===== src/pkg/smc_pkg.sv =====
package smc_pkg;
  // ----------------------------------------
  // register map
  // ----------------------------------------
  localparam logic [7:0] SMC_ADDR_SYSCR_ONE = 8'h38;
  localparam logic [7:0] SMC_ADDR_SYSCR_TWO = 8'h39;
  localparam logic [7:0] SMC_ADDR_STATUS = 8'h3A;
  localparam int SMC_B_STOP = 7;
  localparam int SMC_B_STOP_RELEASE_METHOD = 6;
  localparam int SMC_B_STOP_RETURN_MODE = 5;
  localparam int SMC_B_OUTEN = 4;
  localparam int SMC_B_WUT_HI = 3;
  localparam int SMC_B_WUT_LO = 2;
  localparam int SMC_B_XEN = 7;
  localparam int SMC_B_ZERO = 6;
  localparam int SMC_B_SYSCLK_SELECT = 5;
  localparam int SMC_B_IDLE = 4;
  localparam logic [7:0] SMC_SYSCR_ONE_RST = 8'h00;
  localparam logic [3:0] SMC_SYSCR_TWO_RST = 4'h8;
  localparam logic [3:0] SMC_UNDEF_READ = 4'h0;
  // ----------------------------------------
  // warm-up lengths in fc periods
  // ----------------------------------------
  localparam logic [1:0] SMC_WUT_LONG = 2'h0;
  localparam logic [1:0] SMC_WUT_MID = 2'h1;
  localparam logic [1:0] SMC_WUT_SHORT = 2'h2;
  localparam logic [19:0] SMC_WARM_LONG = 20'h30000;
  localparam logic [19:0] SMC_WARM_MID = 20'h10000;
  localparam logic [19:0] SMC_WARM_SHORT = 20'h04000;
  localparam int SMC_DIV_W = 24;
  typedef enum logic [1:0]
  {
    SMC_NORMAL = 2'b00,
    SMC_STOP = 2'b01,
    SMC_WARM = 2'b11,
    SMC_IDLE = 2'b10
  } smc_mode_e;
  typedef struct packed
  {
    logic [7:0] addr;
    logic [7:0] wdata;
    logic wr;
    logic rd;
  } smc_bus_s;
endpackage


===== src/hdl/smc_standby_ctrl.sv =====
module smc_standby_ctrl
  import smc_pkg::*;
#(
  parameter int WARM_SCALE = 1
)
(
  input wire logic mclk,
  input wire logic reset,
  input wire smc_bus_s bus,
  output logic [7:0] rdata,
  input wire logic stop_n_pin,
  input wire logic [7:0] ext_int_pins,
  input wire logic wake_irq,
  input wire logic master_int_enable,
  input wire logic divider_stage1_select,
  output logic osc_enable_out,
  output logic cpu_run,
  output logic watchdog_run,
  output logic periph_run,
  output logic int_service,
  output logic sys_reset_req,
  output logic [7:0] int_latch_set,
  output logic [SMC_DIV_W-1:0] divider
);
  initial
  begin
    if (WARM_SCALE < 1 || WARM_SCALE > 16) $error("WARM_SCALE out of range");
  end

  // ----------------------------------------
  // state
  // ----------------------------------------
  smc_mode_e mode;
  logic stop_req, stop_release_method, stop_return_mode, outen;
  logic [1:0] warmup_select;
  logic osc_enable, sysclk_select, idle_req;
  logic pin_q, edge_armed;
  logic [7:0] ext_q;
  logic [20:0] warm_cnt;
  logic [20:0] warm_len;
  logic rise;

  function automatic logic [20:0] warm_cycles(input logic [1:0] sel, input logic dbl);
    logic [19:0] base;
    base = SMC_WARM_SHORT;
    unique case (sel)
      SMC_WUT_LONG: base = SMC_WARM_LONG;
      SMC_WUT_MID: base = SMC_WARM_MID;
      default: base = SMC_WARM_SHORT;
    endcase
    return dbl ? {base, 1'b0} : {1'b0, base};
  endfunction

  assign warm_len = warm_cycles(warmup_select, divider_stage1_select) / 21'(WARM_SCALE);
  assign rise = stop_n_pin & ~pin_q;
  wire wr1 = bus.wr && bus.addr == SMC_ADDR_SYSCR_ONE;
  wire wr2 = bus.wr && bus.addr == SMC_ADDR_SYSCR_TWO;
  wire stop_go = wr1 && bus.wdata[SMC_B_STOP] && mode == SMC_NORMAL;
  // a stop request with level release and pin high never halts the oscillator
  wire stop_enter = stop_go && !(bus.wdata[SMC_B_STOP_RELEASE_METHOD] && stop_n_pin);
  wire idle_go = wr2 && bus.wdata[SMC_B_IDLE] && mode == SMC_NORMAL;

  always_ff @(posedge mclk)
  begin
    if (reset)
      pin_q <= 1'b0;
    else
      pin_q <= stop_n_pin;
  end

  // ----------------------------------------
  // mode sequencer
  // ----------------------------------------
  // reset is synchronous but external reset in stop still wins at once
  always_ff @(posedge mclk)
  begin
    if (reset)
    begin
      mode <= SMC_NORMAL;
      warm_cnt <= '0;
      edge_armed <= 1'b0;
    end
    else
    begin
      unique case (mode)
        SMC_NORMAL:
        begin
          warm_cnt <= '0;
          edge_armed <= 1'b0;
          if (stop_go)
          begin
            if (bus.wdata[SMC_B_STOP_RELEASE_METHOD] && stop_n_pin)
              mode <= SMC_WARM;
            else
              mode <= SMC_STOP;
          end
          else if (wr2 && bus.wdata[SMC_B_IDLE])
            mode <= SMC_IDLE;
        end
        SMC_STOP:
        begin
          // edge mode needs a rising edge; a later switch to level keeps that need
          if (!stop_release_method)
            edge_armed <= 1'b1;
          if (rise || (stop_release_method && !edge_armed && stop_n_pin))
            mode <= SMC_WARM;
        end
        SMC_WARM:
        begin
          warm_cnt <= warm_cnt + 21'h000001;
          if (warm_cnt + 21'h000001 >= warm_len)
            mode <= SMC_NORMAL;
        end
        SMC_IDLE:
        begin
          if (wake_irq)
            mode <= SMC_NORMAL;
        end
        default: mode <= SMC_NORMAL;
      endcase
    end
  end

  // ----------------------------------------
  // registers
  // ----------------------------------------
  always_ff @(posedge mclk)
  begin
    if (reset)
    begin
      stop_req <= SMC_SYSCR_ONE_RST[SMC_B_STOP];
      stop_release_method <= SMC_SYSCR_ONE_RST[SMC_B_STOP_RELEASE_METHOD];
      stop_return_mode <= SMC_SYSCR_ONE_RST[SMC_B_STOP_RETURN_MODE];
      outen <= SMC_SYSCR_ONE_RST[SMC_B_OUTEN];
      warmup_select <= SMC_SYSCR_ONE_RST[SMC_B_WUT_HI:SMC_B_WUT_LO];
    end
    else
    begin
      if (wr1 && mode != SMC_STOP)
      begin
        stop_req <= bus.wdata[SMC_B_STOP];
        stop_release_method <= bus.wdata[SMC_B_STOP_RELEASE_METHOD];
        stop_return_mode <= bus.wdata[SMC_B_STOP_RETURN_MODE];
        outen <= bus.wdata[SMC_B_OUTEN];
        if (bus.wdata[SMC_B_WUT_HI:SMC_B_WUT_LO] != 2'h3)
          warmup_select <= bus.wdata[SMC_B_WUT_HI:SMC_B_WUT_LO];
      end
      if (mode == SMC_WARM && warm_cnt + 21'h000001 >= warm_len)
        stop_req <= 1'b0;
    end
  end

  always_ff @(posedge mclk)
  begin
    if (reset)
    begin
      osc_enable <= SMC_SYSCR_TWO_RST[3];
      sysclk_select <= SMC_SYSCR_TWO_RST[1];
      idle_req <= SMC_SYSCR_TWO_RST[0];
    end
    else
    begin
      if (wr2 && mode == SMC_NORMAL)
      begin
        osc_enable <= bus.wdata[SMC_B_XEN];
        sysclk_select <= bus.wdata[SMC_B_SYSCLK_SELECT];
        idle_req <= bus.wdata[SMC_B_IDLE];
      end
      if (mode == SMC_IDLE && wake_irq)
        idle_req <= 1'b0;
      if (mode == SMC_WARM && !stop_return_mode)
      begin
        osc_enable <= 1'b1;
        sysclk_select <= 1'b0;
      end
    end
  end

  // clock off or reserved clock would lock the cpu, so reset instead
  always_ff @(posedge mclk)
  begin
    if (reset)
      sys_reset_req <= 1'b0;
    else
      sys_reset_req <= !osc_enable || sysclk_select;
  end

  // ----------------------------------------
  // timing generator divider
  // ----------------------------------------
  always_ff @(posedge mclk)
  begin
    if (reset || stop_go || mode == SMC_STOP || mode == SMC_WARM)
      divider <= '0;
    else
      divider <= divider + 24'h000001;
  end

  // ----------------------------------------
  // interrupt latch capture during stop and warm-up
  // ----------------------------------------
  always_ff @(posedge mclk)
  begin
    if (reset)
    begin
      ext_q <= 8'h00;
      int_latch_set <= 8'h00;
    end
    else
    begin
      ext_q <= ext_int_pins;
      if (mode == SMC_STOP || mode == SMC_WARM)
        int_latch_set <= ext_int_pins ^ ext_q;
      else
        int_latch_set <= 8'h00;
    end
  end

  // ----------------------------------------
  // run controls
  // ----------------------------------------
  // state is held simply because the cpu gets no run enable
  always_ff @(posedge mclk)
  begin
    if (reset)
    begin
      cpu_run <= 1'b1;
      watchdog_run <= 1'b1;
      periph_run <= 1'b1;
      osc_enable_out <= 1'b1;
      int_service <= 1'b0;
    end
    else
    begin
      // run enables follow the request edge so nothing runs a cycle into the new mode
      cpu_run <= mode == SMC_NORMAL && !stop_go && !idle_go;
      watchdog_run <= mode == SMC_NORMAL && !stop_go && !idle_go;
      periph_run <= (mode == SMC_NORMAL && !stop_go) || mode == SMC_IDLE;
      osc_enable_out <= mode != SMC_STOP && !stop_enter;
      int_service <= mode == SMC_IDLE && wake_irq && master_int_enable;
    end
  end

  // ----------------------------------------
  // read port
  // ----------------------------------------
  always_ff @(posedge mclk)
  begin
    if (reset)
      rdata <= 8'h00;
    else if (bus.rd)
    begin
      unique case (bus.addr)
        SMC_ADDR_SYSCR_ONE: rdata <= {stop_req, stop_release_method, stop_return_mode, outen, warmup_select, 2'b00};
        SMC_ADDR_SYSCR_TWO: rdata <= {osc_enable, 1'b0, sysclk_select, idle_req,
          SMC_UNDEF_READ};
        SMC_ADDR_STATUS: rdata <= {6'h00, mode};
        default: rdata <= 8'h00;
      endcase
    end
    else
      rdata <= 8'h00;
  end
endmodule


===== config.mk =====
export PLATFORM = sky130hd
export DESIGN_NAME = smc_standby_ctrl
export DESIGN_NICKNAME = d
export VERILOG_FILES = /design/src/pkg/smc_pkg.sv /design/src/hdl/smc_standby_ctrl.sv
export SDC_FILE = /design/constraint.sdc
export NUM_CORES = 1
export LEC_CHECK = 0
export BUFFER_PORTS_ARGS = -buffer_cell sky130_fd_sc_hd__buf_2
export CAP_MARGIN = 20
export CORE_MARGIN = 4
export CORE_UTILIZATION = 61
export CTS_BUF_LIST = sky130_fd_sc_hd__clkbuf_8
export CTS_CLUSTER_SIZE = 24
export DETAILED_ROUTE_END_ITERATION = 10
export PLACE_DENSITY = 0.88
export SKIP_CTS_REPAIR_TIMING = 1
export SYNTH_ARGS = -nofsm -noshare
export SYNTH_HDL_FRONTEND = slang
export SYNTH_SLANG_ARGS = --single-unit

===== constraint.sdc =====
create_clock -name mclk -period 10.1 [get_ports mclk]
set_input_delay 1.01 -clock mclk [delete_from_list [all_inputs] [get_ports mclk]]
set_output_delay 1.01 -clock mclk [all_outputs]
set_load 0.05 [all_outputs]

==> results_dict.tcl, run 1 <==
set metrics [dict create \
    finalHoldViolCount 0 \
    synth_area_um2 3980 \
    reg2regPathDepth 12 \
    outcome "complete, no violations" \
    critPathMaxFanout 7 \
    cp-startpoint "warm_cnt[2]" \
    fin_crit_sh 0.346 \
    start_util 0.626 \
    cp_cell_sequence "nand3_1 > or4_4 > nor3_1 > xor2_1 > ha_1 > nor2b_1 > o21a_1 > o21ai_0 > nand2b_1 > a221oi_2 > a31oi_1 > mux2_4" \
    regToRegSetupSlack_ns 6.61 \
    layout.nets 572 \
    r2r_start "warm_cnt[2]" \
    cp_data_arrival_time_ns 3.75 \
    min_from "osc_enable" \
    crit_end "mode[0]" \
    rr_endpoint "mode[0]" \
    clock.fmax_mhz 287 \
    antenna_found_initial 0 \
    h-tree-depth 3 \
    grt_pass1_vias 3167 \
    cp_top_family "simple AND/OR/NAND/NOR gates" \
    rsz0062_at_grt "false" \
    clock_path_buffers 2 \
    synth_top_area_share 0.438 \
    die_h_um 88.8 \
    synth_edf_count 0 \
    final_cell_mix "dfxtp_1 (87), buf_2 (75), nor2_1 (72)" \
    met1_usage 0.259 \
    synthCells 461 \
    synthFlopType "dfxtp_1" \
    power.density_nw_per_um2 139 \
    drive_above_1_share 0.184 \
    hpwlAfterDp_mm 6.08 \
    worst_pin_slew_ns 0.895 \
    pre_cts_ws_ns 6.64 \
    cts_inserted_buffers 9 \
    grt_use_met3 0.0540 \
    antenna_left 0 \
    ys.warnings.count 0 \
    grt_busiest_layer "met2" \
    critPathRequiredTime_ns 10.36 \
    synthToLayoutAreaGrowth_pct 14.7 \
    cp-start-kind "register" \
    rows 29 \
    ir_drop_uv 107 \
    skew_ns 0.00838 \
    critPathMaxStageDelay_ns 0.60 \
    vias 3429 \
    routed_wirelength_mm 8.42 \
    synth_cell_types 46 \
    fin_area_um2 4560 \
    relSlewSlack 0.404 \
    firstDrtPassIters 4 \
    cpMaxStageDelayCell "or4_4" \
    avgRoutedWirePerCell_um 13.8 \
    fin_ws_ns 6.61 \
    fp.dieW_um 88.8 \
    cts_tree "built" \
    finalMaxSlewViolations 0 \
    finalCriticalPeriod_ns 3.49 \
    hp-class "reg2reg" \
    grt_pass1_wl_mm 13.7 \
    ys_seq_elements 87 \
    cp.depth 12 \
    cp-end-kind "register" \
    clk_latency_ns 0.36 \
    dieArea_um2 7880 \
    synth_top_cell_by_area "dfxtp_1" \
    layout_commonest_cell "dfxtp_1" \
    ios 78 \
    ys_seq_area_frac 0.438 \
    clock_sinks 87 \
    clk_pin_slew_worst_paths_ns 0.09 \
    cts-root-buf "clkbuf_8" \
    fillers 469 \
    maxCapViolCount 0 \
    port_buffers 75 \
    async_reset_ff_frac 0 \
    use_met2 0.383 \
    gp_congestion 0.824 \
    overflow 0 \
    power.leakage_uw 0.00201 \
    synthTopCellsByArea "dfxtp_1 (44%), nor2_1 (6.8%), xnor2_1 (4.4%), xor2_1 (4.0%), ha_1 (3.8%)" \
    vias_per_cell 5.62 \
    core_region_area_um2 6350 \
    power_uw 635 \
    diodes 0 \
    dpl_cell_area_um2 4370 \
    synth_nets 505 \
    finalSetupViolations 0 \
    crit_type "reg2reg" \
    route.detailed.drc 0 \
    cp_num_buf_inv 0 \
    grt_max_degree 53 \
    globalRouteTotalUtil 0.219 \
    tns_ns 0 \
    first_iter_violations 178 \
    avgSynthCellArea_um2 8.63 \
]
synthesized netlist by cell type, types with 2 or more instances:
library cell and number:
and3_1 9, nand3b_1 2, dfxtp_1 87, nor2_1 72
o21bai_1 3, or2_2 2, nor4_1 9, a21oi_1 29
a31oi_1 4, nand2_1 31, a22oi_1 2, or4_1 2
inv_1 10, and4_1 3, xnor2_1 20, or3_1 9
nor3b_1 3, nand2b_1 6, a211oi_1 2, a21o_1 7
o21ai_0 15, a21boi_0 2, nand4_1 10, and2_1 4
nor2b_1 17, nand3_1 13, clkbuf_1 17, ha_1 12
xor2_1 18, mux2i_1 13, nor3_1 13
state kept, by name, indices dropped and copies added (netlist names), 2 cells and up:
name	flops
mode	2
warm_cnt	21
divider	24
rdata	8
warmup_select	2
ext_q	8
int_latch_set	8
worst register-to-register path, stage by stage, from the launching register on:
cell and delay, ns:
dfxtp_1 0.43, nand3_1 0.23, or4_4 0.60, nor3_1 0.24, xor2_1 0.23, ha_1 0.28, nor2b_1 0.13, o21a_1 0.17
o21ai_0 0.16, nand2b_1 0.10, a221oi_2 0.26, a31oi_1 0.20, mux2_4 0.35
how the worst min path moves through the flow:
| stage | slack [ns] | endpoint | cells past startpoint |
|---|---|---|---|
| after global routing | 0.48 | sys_reset_req | 1 |
| final | 0.47 | sys_reset_req | 1 |
| after detailed placement | 0.46 | sys_reset_req | 1 |
| after global placement | 0.46 | sys_reset_req | 2 |
| after floorplan | 0.43 | sys_reset_req | 1 |
| after CTS | 0.47 | sys_reset_req | 1 |
power breakdown:
part,internal (uW),switching (uW),leakage (uW)
logic,18.7,29.9,0.00120
registers,347,3.27,0.000704
clock network,112,124,0.0000978
metrics by stage:
step                      hold WS, ns  cells   util
final                           0.471    610  0.719
after global routing            0.485    610  0.719
after CTS                       0.470    610  0.719
after detailed placement        0.455    594  0.689
after global placement          0.456    594  0.689
after floorplan                 0.433    461      -
layer usage:
layer  vias up  wire length (um)
li1       1716                 -
met1      1600              3560
met2        99              4120
met3        14               607
met4         0               127
met5         -                 0
layout make-up:
type	count	area (um^2)	area share
Clock buffer	9	124	0.0271
Clock inverter	7	66.3	0.0145
Inverter	10	37.5	0.00823
Multi-Input combinational cell	343	2110	0.462
Sequential cell	87	1740	0.382
Tap cell	77	96.3	0.0211
Timing Repair Buffer	77	390	0.0855
kinds of logic (layout without fill, tap and decap cells):
logic type / after synthesis / after routing / share of synthesized area
and+or+nand+nor: 211 / 211 / 0.270
muxes: 14 / 14 / 0.0365
xor gates and xnor gates: 38 / 38 / 0.0837
AOI/OAI and AO/OA: 68 / 68 / 0.102
DFF: 87 / 87 / 0.438
buffers and inverters: 31 / 103 / 0.0324
adders and majority gates: 12 / 12 / 0.0377
Power figures use the tool's default switching activity.
==> run 2: changes to the inputs <==
--- a/config.mk
+++ b/config.mk
@@ -8,11 +8,11 @@
 export BUFFER_PORTS_ARGS = -buffer_cell sky130_fd_sc_hd__buf_2
 export CAP_MARGIN = 20
 export CORE_MARGIN = 4
-export CORE_UTILIZATION = 61
+export CORE_UTILIZATION = 57
 export CTS_BUF_LIST = sky130_fd_sc_hd__clkbuf_8
 export CTS_CLUSTER_SIZE = 24
 export DETAILED_ROUTE_END_ITERATION = 10
-export PLACE_DENSITY = 0.88
+export PLACE_DENSITY = 0.83
 export SKIP_CTS_REPAIR_TIMING = 1
 export SYNTH_ARGS = -nofsm -noshare
 export SYNTH_HDL_FRONTEND = slang
==> constraint.sdc (replaced) <==
create_clock -name mclk -period 3.65 [get_ports mclk]
set_input_delay 0.365 -clock mclk [delete_from_list [all_inputs] [get_ports mclk]]
set_output_delay 0.365 -clock mclk [all_outputs]
set_load 0.05 [all_outputs]
==> run 2 against run 1 <==
  * Count of clock-buffer cells in the layout is the same
  * Critical path depth stayed put
  * Sequential share of layout area is 0.32 points lower
  * Non-clock buffer count is 2 higher
  * Combinational power rose to 2.8 times the previous value
  * Total power rose to 2.8 times the previous value
  * Utilization down 4.0 points
  * Global-route usage fell by 1.8 points
  * Hold slack got worse by 0.24 ns
  * Largest power group unchanged
==> results_dict.tcl, run 2 (same netlist as run 1, synthesis figures left out) <==
set metrics [dict create \
    grt_max_degree 53 \
    port_buffers 75 \
    finalCriticalPeriod_ns 3.42 \
    whs_ns 0.234 \
    dpl_cell_area_um2 4400 \
    route.detailed.drc 0 \
    clock_path_buffers 2 \
    relSlewSlack 0.396 \
    final_cell_mix "dfxtp_1 (85), buf_2 (75), nor2_1 (72)" \
    skew_ns 0.00913 \
    clk_latency_ns 0.36 \
    worst_pin_slew_ns 0.906 \
    power.density_nw_per_um2 384 \
    crit_type "reg2reg" \
    clock_sinks 87 \
    critPathRequiredTime_ns 3.89 \
    grt_pass1_vias 3114 \
    hp-class "in2reg" \
    regMostFlops "divider" \
    synthToLayoutAreaGrowth_pct 15.9 \
    drive_above_1_share 0.193 \
    cts_tree "built" \
    critPathMaxFanout 9 \
    finalMaxSlewViolations 0 \
    ios 78 \
    first_iter_violations 194 \
    power.leakage_uw 0.00201 \
    core_region_area_um2 6790 \
    rsz0062_at_grt "false" \
    die_h_um 91.5 \
    cp-end-kind "register" \
    overflow 0 \
    layout.nets 574 \
    fin_crit_sh 0.938 \
    largest_register_ffs 24 \
    maxCapViolCount 0 \
    gp_congestion 0.883 \
    rows 30 \
    clock.fmax_mhz 292 \
    ir_drop_uv 175 \
    cp-start-kind "register" \
    hpwlAfterDp_mm 5.92 \
    clk_pin_slew_worst_paths_ns 0.08 \
    vias 3373 \
    finalHoldViolCount 0 \
    antenna_found_initial 0 \
    fin_area_um2 4610 \
    finalNonFillerCells 630 \
    reg_top3 "divider (24), warm_cnt (21)" \
    tns_ns 0 \
    cp_data_arrival_time_ns 3.67 \
    grt_pass1_wl_mm 14.0 \
    firstDrtPassIters 4 \
    diodes 0 \
    avgRoutedWirePerCell_um 13.2 \
    dieArea_um2 8380 \
    globalRouteTotalUtil 0.201 \
    routed_wirelength_mm 8.31 \
    layout_commonest_cell "dfxtp_1" \
    start_util 0.585 \
    cts_inserted_buffers 9 \
    h-tree-depth 3 \
    vias_per_cell 5.35 \
    fp.dieW_um 91.5 \
    fillers 551 \
    finalSetupViolations 0 \
    outcome "complete, no violations" \
    cts-root-buf "clkbuf_8" \
    antenna_left 0 \
    placed_cells 614 \
]
-- run 2: cell types whose count changed in the layout (fill, tap and decap cells not counted), sizes merged --
| cell | change |
|---|---|
| clkinv | -1 |
| buf | +2 |
-- run 2: final cells by class --
class	instances	area (um^2)	area share
Multi-Input combinational cell	343	2110	0.457
Sequential cell	87	1740	0.378
Timing Repair Buffer	79	405	0.0880
Clock buffer	9	124	0.0269
Tap cell	96	120	0.0261
Clock inverter	6	70.1	0.0152
Inverter	10	37.5	0.00815
-- run 2: worst max-delay path, stage by stage, from the launching register on --
cell      delay (ns)
dfxtp_1         0.47
nand3_4         0.16
or4_4           0.61
nor3_1          0.26
xor2_1          0.22
ha_1            0.28
nor2b_1         0.14
o21a_1          0.15
o21ai_0         0.16
nand2b_1        0.09
a221oi_2        0.26
a31oi_1         0.18
mux2_4          0.34
-- run 2: power breakdown --
part / internal (uW) / switching [uW]
sequential: 960 / 9.59
clock: 318 / 350
combinational: 51.6 / 82.2
total: 1330 / 441
-- run 2: through the flow --
stage	util	setup slack, ns	total power, uW
after floorplan	-	0.261	1090
after global placement	0.648	0.315	1120
after detailed placement	0.648	0.214	1130
after CTS	0.677	0.199	1790
after global routing	0.678	0.00210	1840
final	0.678	0.228	1770
-- run 2: worst paths after layout --
| check | depth (start not counted) | from | endpoint | slack (ns) |
|---|---|---|---|---|
| hold reg to reg | 2 | sysclk_select | sys_reset_req | 0.49 |
| hold / removal | 2 | wake_irq | idle_req | 0.23 |
| setup / recovery | 12 | warm_cnt[4] | mode[0] | 0.23 |
| setup reg to reg | 12 | warm_cnt[4] | mode[0] | 0.23 |
-- run 2: routing by layer --
metal  vias to the layer above  track usage  wire length (um)
li1                       1718            -                 -
met1                      1561        0.253              3740
met2                        82        0.332              3990
met3                        12       0.0514               462
met4                         0       0.0704               112
met5                         -            0                 0
==> run 3: changes to the inputs <==
--- a/config.mk
+++ b/config.mk
@@ -7,12 +7,14 @@
 export LEC_CHECK = 0
 export BUFFER_PORTS_ARGS = -buffer_cell sky130_fd_sc_hd__buf_2
 export CAP_MARGIN = 20
+export CELL_PAD_IN_SITES_DETAIL_PLACEMENT = 1
+export CELL_PAD_IN_SITES_GLOBAL_PLACEMENT = 1
 export CORE_MARGIN = 4
-export CORE_UTILIZATION = 57
+export CORE_UTILIZATION = 46
 export CTS_BUF_LIST = sky130_fd_sc_hd__clkbuf_8
 export CTS_CLUSTER_SIZE = 24
 export DETAILED_ROUTE_END_ITERATION = 10
-export PLACE_DENSITY = 0.83
+export PLACE_DENSITY = 0.89
 export SKIP_CTS_REPAIR_TIMING = 1
 export SYNTH_ARGS = -nofsm -noshare
 export SYNTH_HDL_FRONTEND = slang
==> constraint.sdc (replaced) <==
create_clock -name mclk -period 4.45 [get_ports mclk]
set_input_delay 0.445 -clock mclk [delete_from_list [all_inputs] [get_ports mclk]]
set_output_delay 0.445 -clock mclk [all_outputs]
set_load 0.05 [all_outputs]
==> run 3 against run 2 <==
  * Critical path depth unchanged
  * Utilization is 12 points lower
  * Cell area rose by 0.24%
  * Clock skew up 0.0057 ns
==> results_dict.tcl, run 3 (same netlist as run 1, synthesis figures left out) <==
set metrics [dict create \
    cp_num_buf_inv 0 \
    cp-start-kind "register" \
    clock_path_buffers 2 \
    power.density_nw_per_um2 326 \
    rsz0062_at_grt "false" \
    hp-class "in2reg" \
    layout_commonest_cell "dfxtp_1" \
    cts_inserted_buffers 9 \
    first_iter_violations 115 \
    clock_sinks 87 \
    finalHoldViolCount 0 \
    worst_pin_slew_ns 0.938 \
    relSlewSlack 0.375 \
    regMostFlops "divider" \
    grt_pass1_wl_mm 18.4 \
    finalMaxSlewViolations 0 \
    vias_per_cell 5.50 \
    maxCapViolCount 0 \
    h-tree-depth 3 \
    power_uw 1510 \
    dieArea_um2 10200 \
    reg_top3 "divider (24), warm_cnt (21)" \
    final_cell_mix "dfxtp_1 (87), buf_2 (75), nor2_1 (72)" \
    vias 3511 \
    tns_ns 0 \
    layout.nets 572 \
    antenna_left 0 \
    clock.fmax_mhz 277 \
    grt_pass1_vias 3736 \
    gp_congestion 0.867 \
    critPathMaxStageDelay_ns 0.62 \
    cts-root-buf "clkbuf_8" \
    core_region_area_um2 8300 \
    grt_max_degree 53 \
    diodes 0 \
    overflow 0 \
    power.leakage_uw 0.00202 \
    whs_ns 0.316 \
    fin_ws_ns 0.846 \
    fillers 1009 \
    finalNonFillerCells 638 \
    drive_above_1_share 0.188 \
    critPathRequiredTime_ns 4.70 \
    skew_ns 0.0149 \
    ir_drop_uv 148 \
    finalSetupViolations 0 \
    cp_data_arrival_time_ns 3.86 \
    die_h_um 101 \
    multi_input_area_um2 2110 \
    rows 33 \
    port_buffers 75 \
    pre_cts_ws_ns 0.948 \
    crit_type "reg2reg" \
    hpwlAfterDp_mm 7.44 \
    route.detailed.drc 0 \
    globalRouteTotalUtil 0.223 \
    regArea_um2 1740 \
    antenna_found_initial 0 \
    cp_cell_sequence "nand3_1 > or4_4 > nor3_1 > xor2_1 > ha_1 > nor2b_1 > o21a_1 > o21ai_0 > nand2b_1 > a221oi_2 > a31oi_1 > mux2_4" \
    critPathMaxFanout 7 \
    cpMaxStageDelayCell "or4_4" \
    cp-end-kind "register" \
    avgRoutedWirePerCell_um 17.2 \
    fp.dieW_um 101 \
    firstDrtPassIters 4 \
    ios 78 \
    clk_latency_ns 0.36 \
    routed_wirelength_mm 11.0 \
    fin_crit_sh 0.810 \
    clk_pin_slew_worst_paths_ns 0.10 \
    start_util 0.479 \
    outcome "complete, no violations" \
    placed_cells 622 \
    cts_tree "built" \
    synthToLayoutAreaGrowth_pct 16.1 \
    finalCriticalPeriod_ns 3.60 \
    cp_top_family "simple AND/OR/NAND/NOR gates" \
    largest_register_ffs 24 \
]
## run 3: cell count changes in the layout (fill, tap and decap cells not counted)
cell / previous run / this run
inv_6: 1 / 3
dfxtp_1: 85 / 87
inv_8: 1 / 0
clkinv_2: 1 / 0
clkinvlp_4: 2 / 0
dfxtp_2: 2 / 0
buf_4: 4 / 2
clkinv_4: 0 / 2
clkbuf_8: 9 / 10
## run 3: area by class of cell
class,instances,share of cell area
Clock inverter,6,0.0160
Multi-Input combinational cell,343,0.456
Inverter,10,0.00813
Timing Repair Buffer,77,0.0845
Sequential cell,87,0.377
Clock buffer,10,0.0298
Tap cell,105,0.0284
## run 3: routing by layer
| metal | global-route usage | vias up | routed length (um) |
|---|---|---|---|
| met3 | 0.0346 | 22 | 446 |
| li1 | - | 1713 | - |
| met1 | 0.268 | 1704 | 4580 |
| met5 | 0 | - | 0 |
| met2 | 0.399 | 72 | 5720 |
| met4 | 0.0838 | 0 | 223 |
## run 3: worst paths after layout
check	endpoint	start	depth (start not counted)	slack, ns
max	mode[0]	warm_cnt[2]	12	0.85
min	idle_req	wake_irq	2	0.32
max reg2reg	mode[0]	warm_cnt[2]	12	0.85
min reg2reg	int_latch_set[6]	ext_q[6]	2	0.48
## run 3: through the flow
stage	area [um^2]	utilization
6_report	4620	0.557
3_3_place_gp	4410	0.531
4_1_cts	4620	0.557
5_1_grt	4620	0.557
3_5_place_dp	4410	0.531
2_1_floorplan	3980	-
## run 3: power by group
group          total (uW)  internal [uW]  leakage [uW]  switching (uW)
Sequential            796            788      0.000704            7.82
Combinational         118           42.7       0.00120            74.9
Clock                 593            283      0.000108             310
Total                1510           1110       0.00202             393
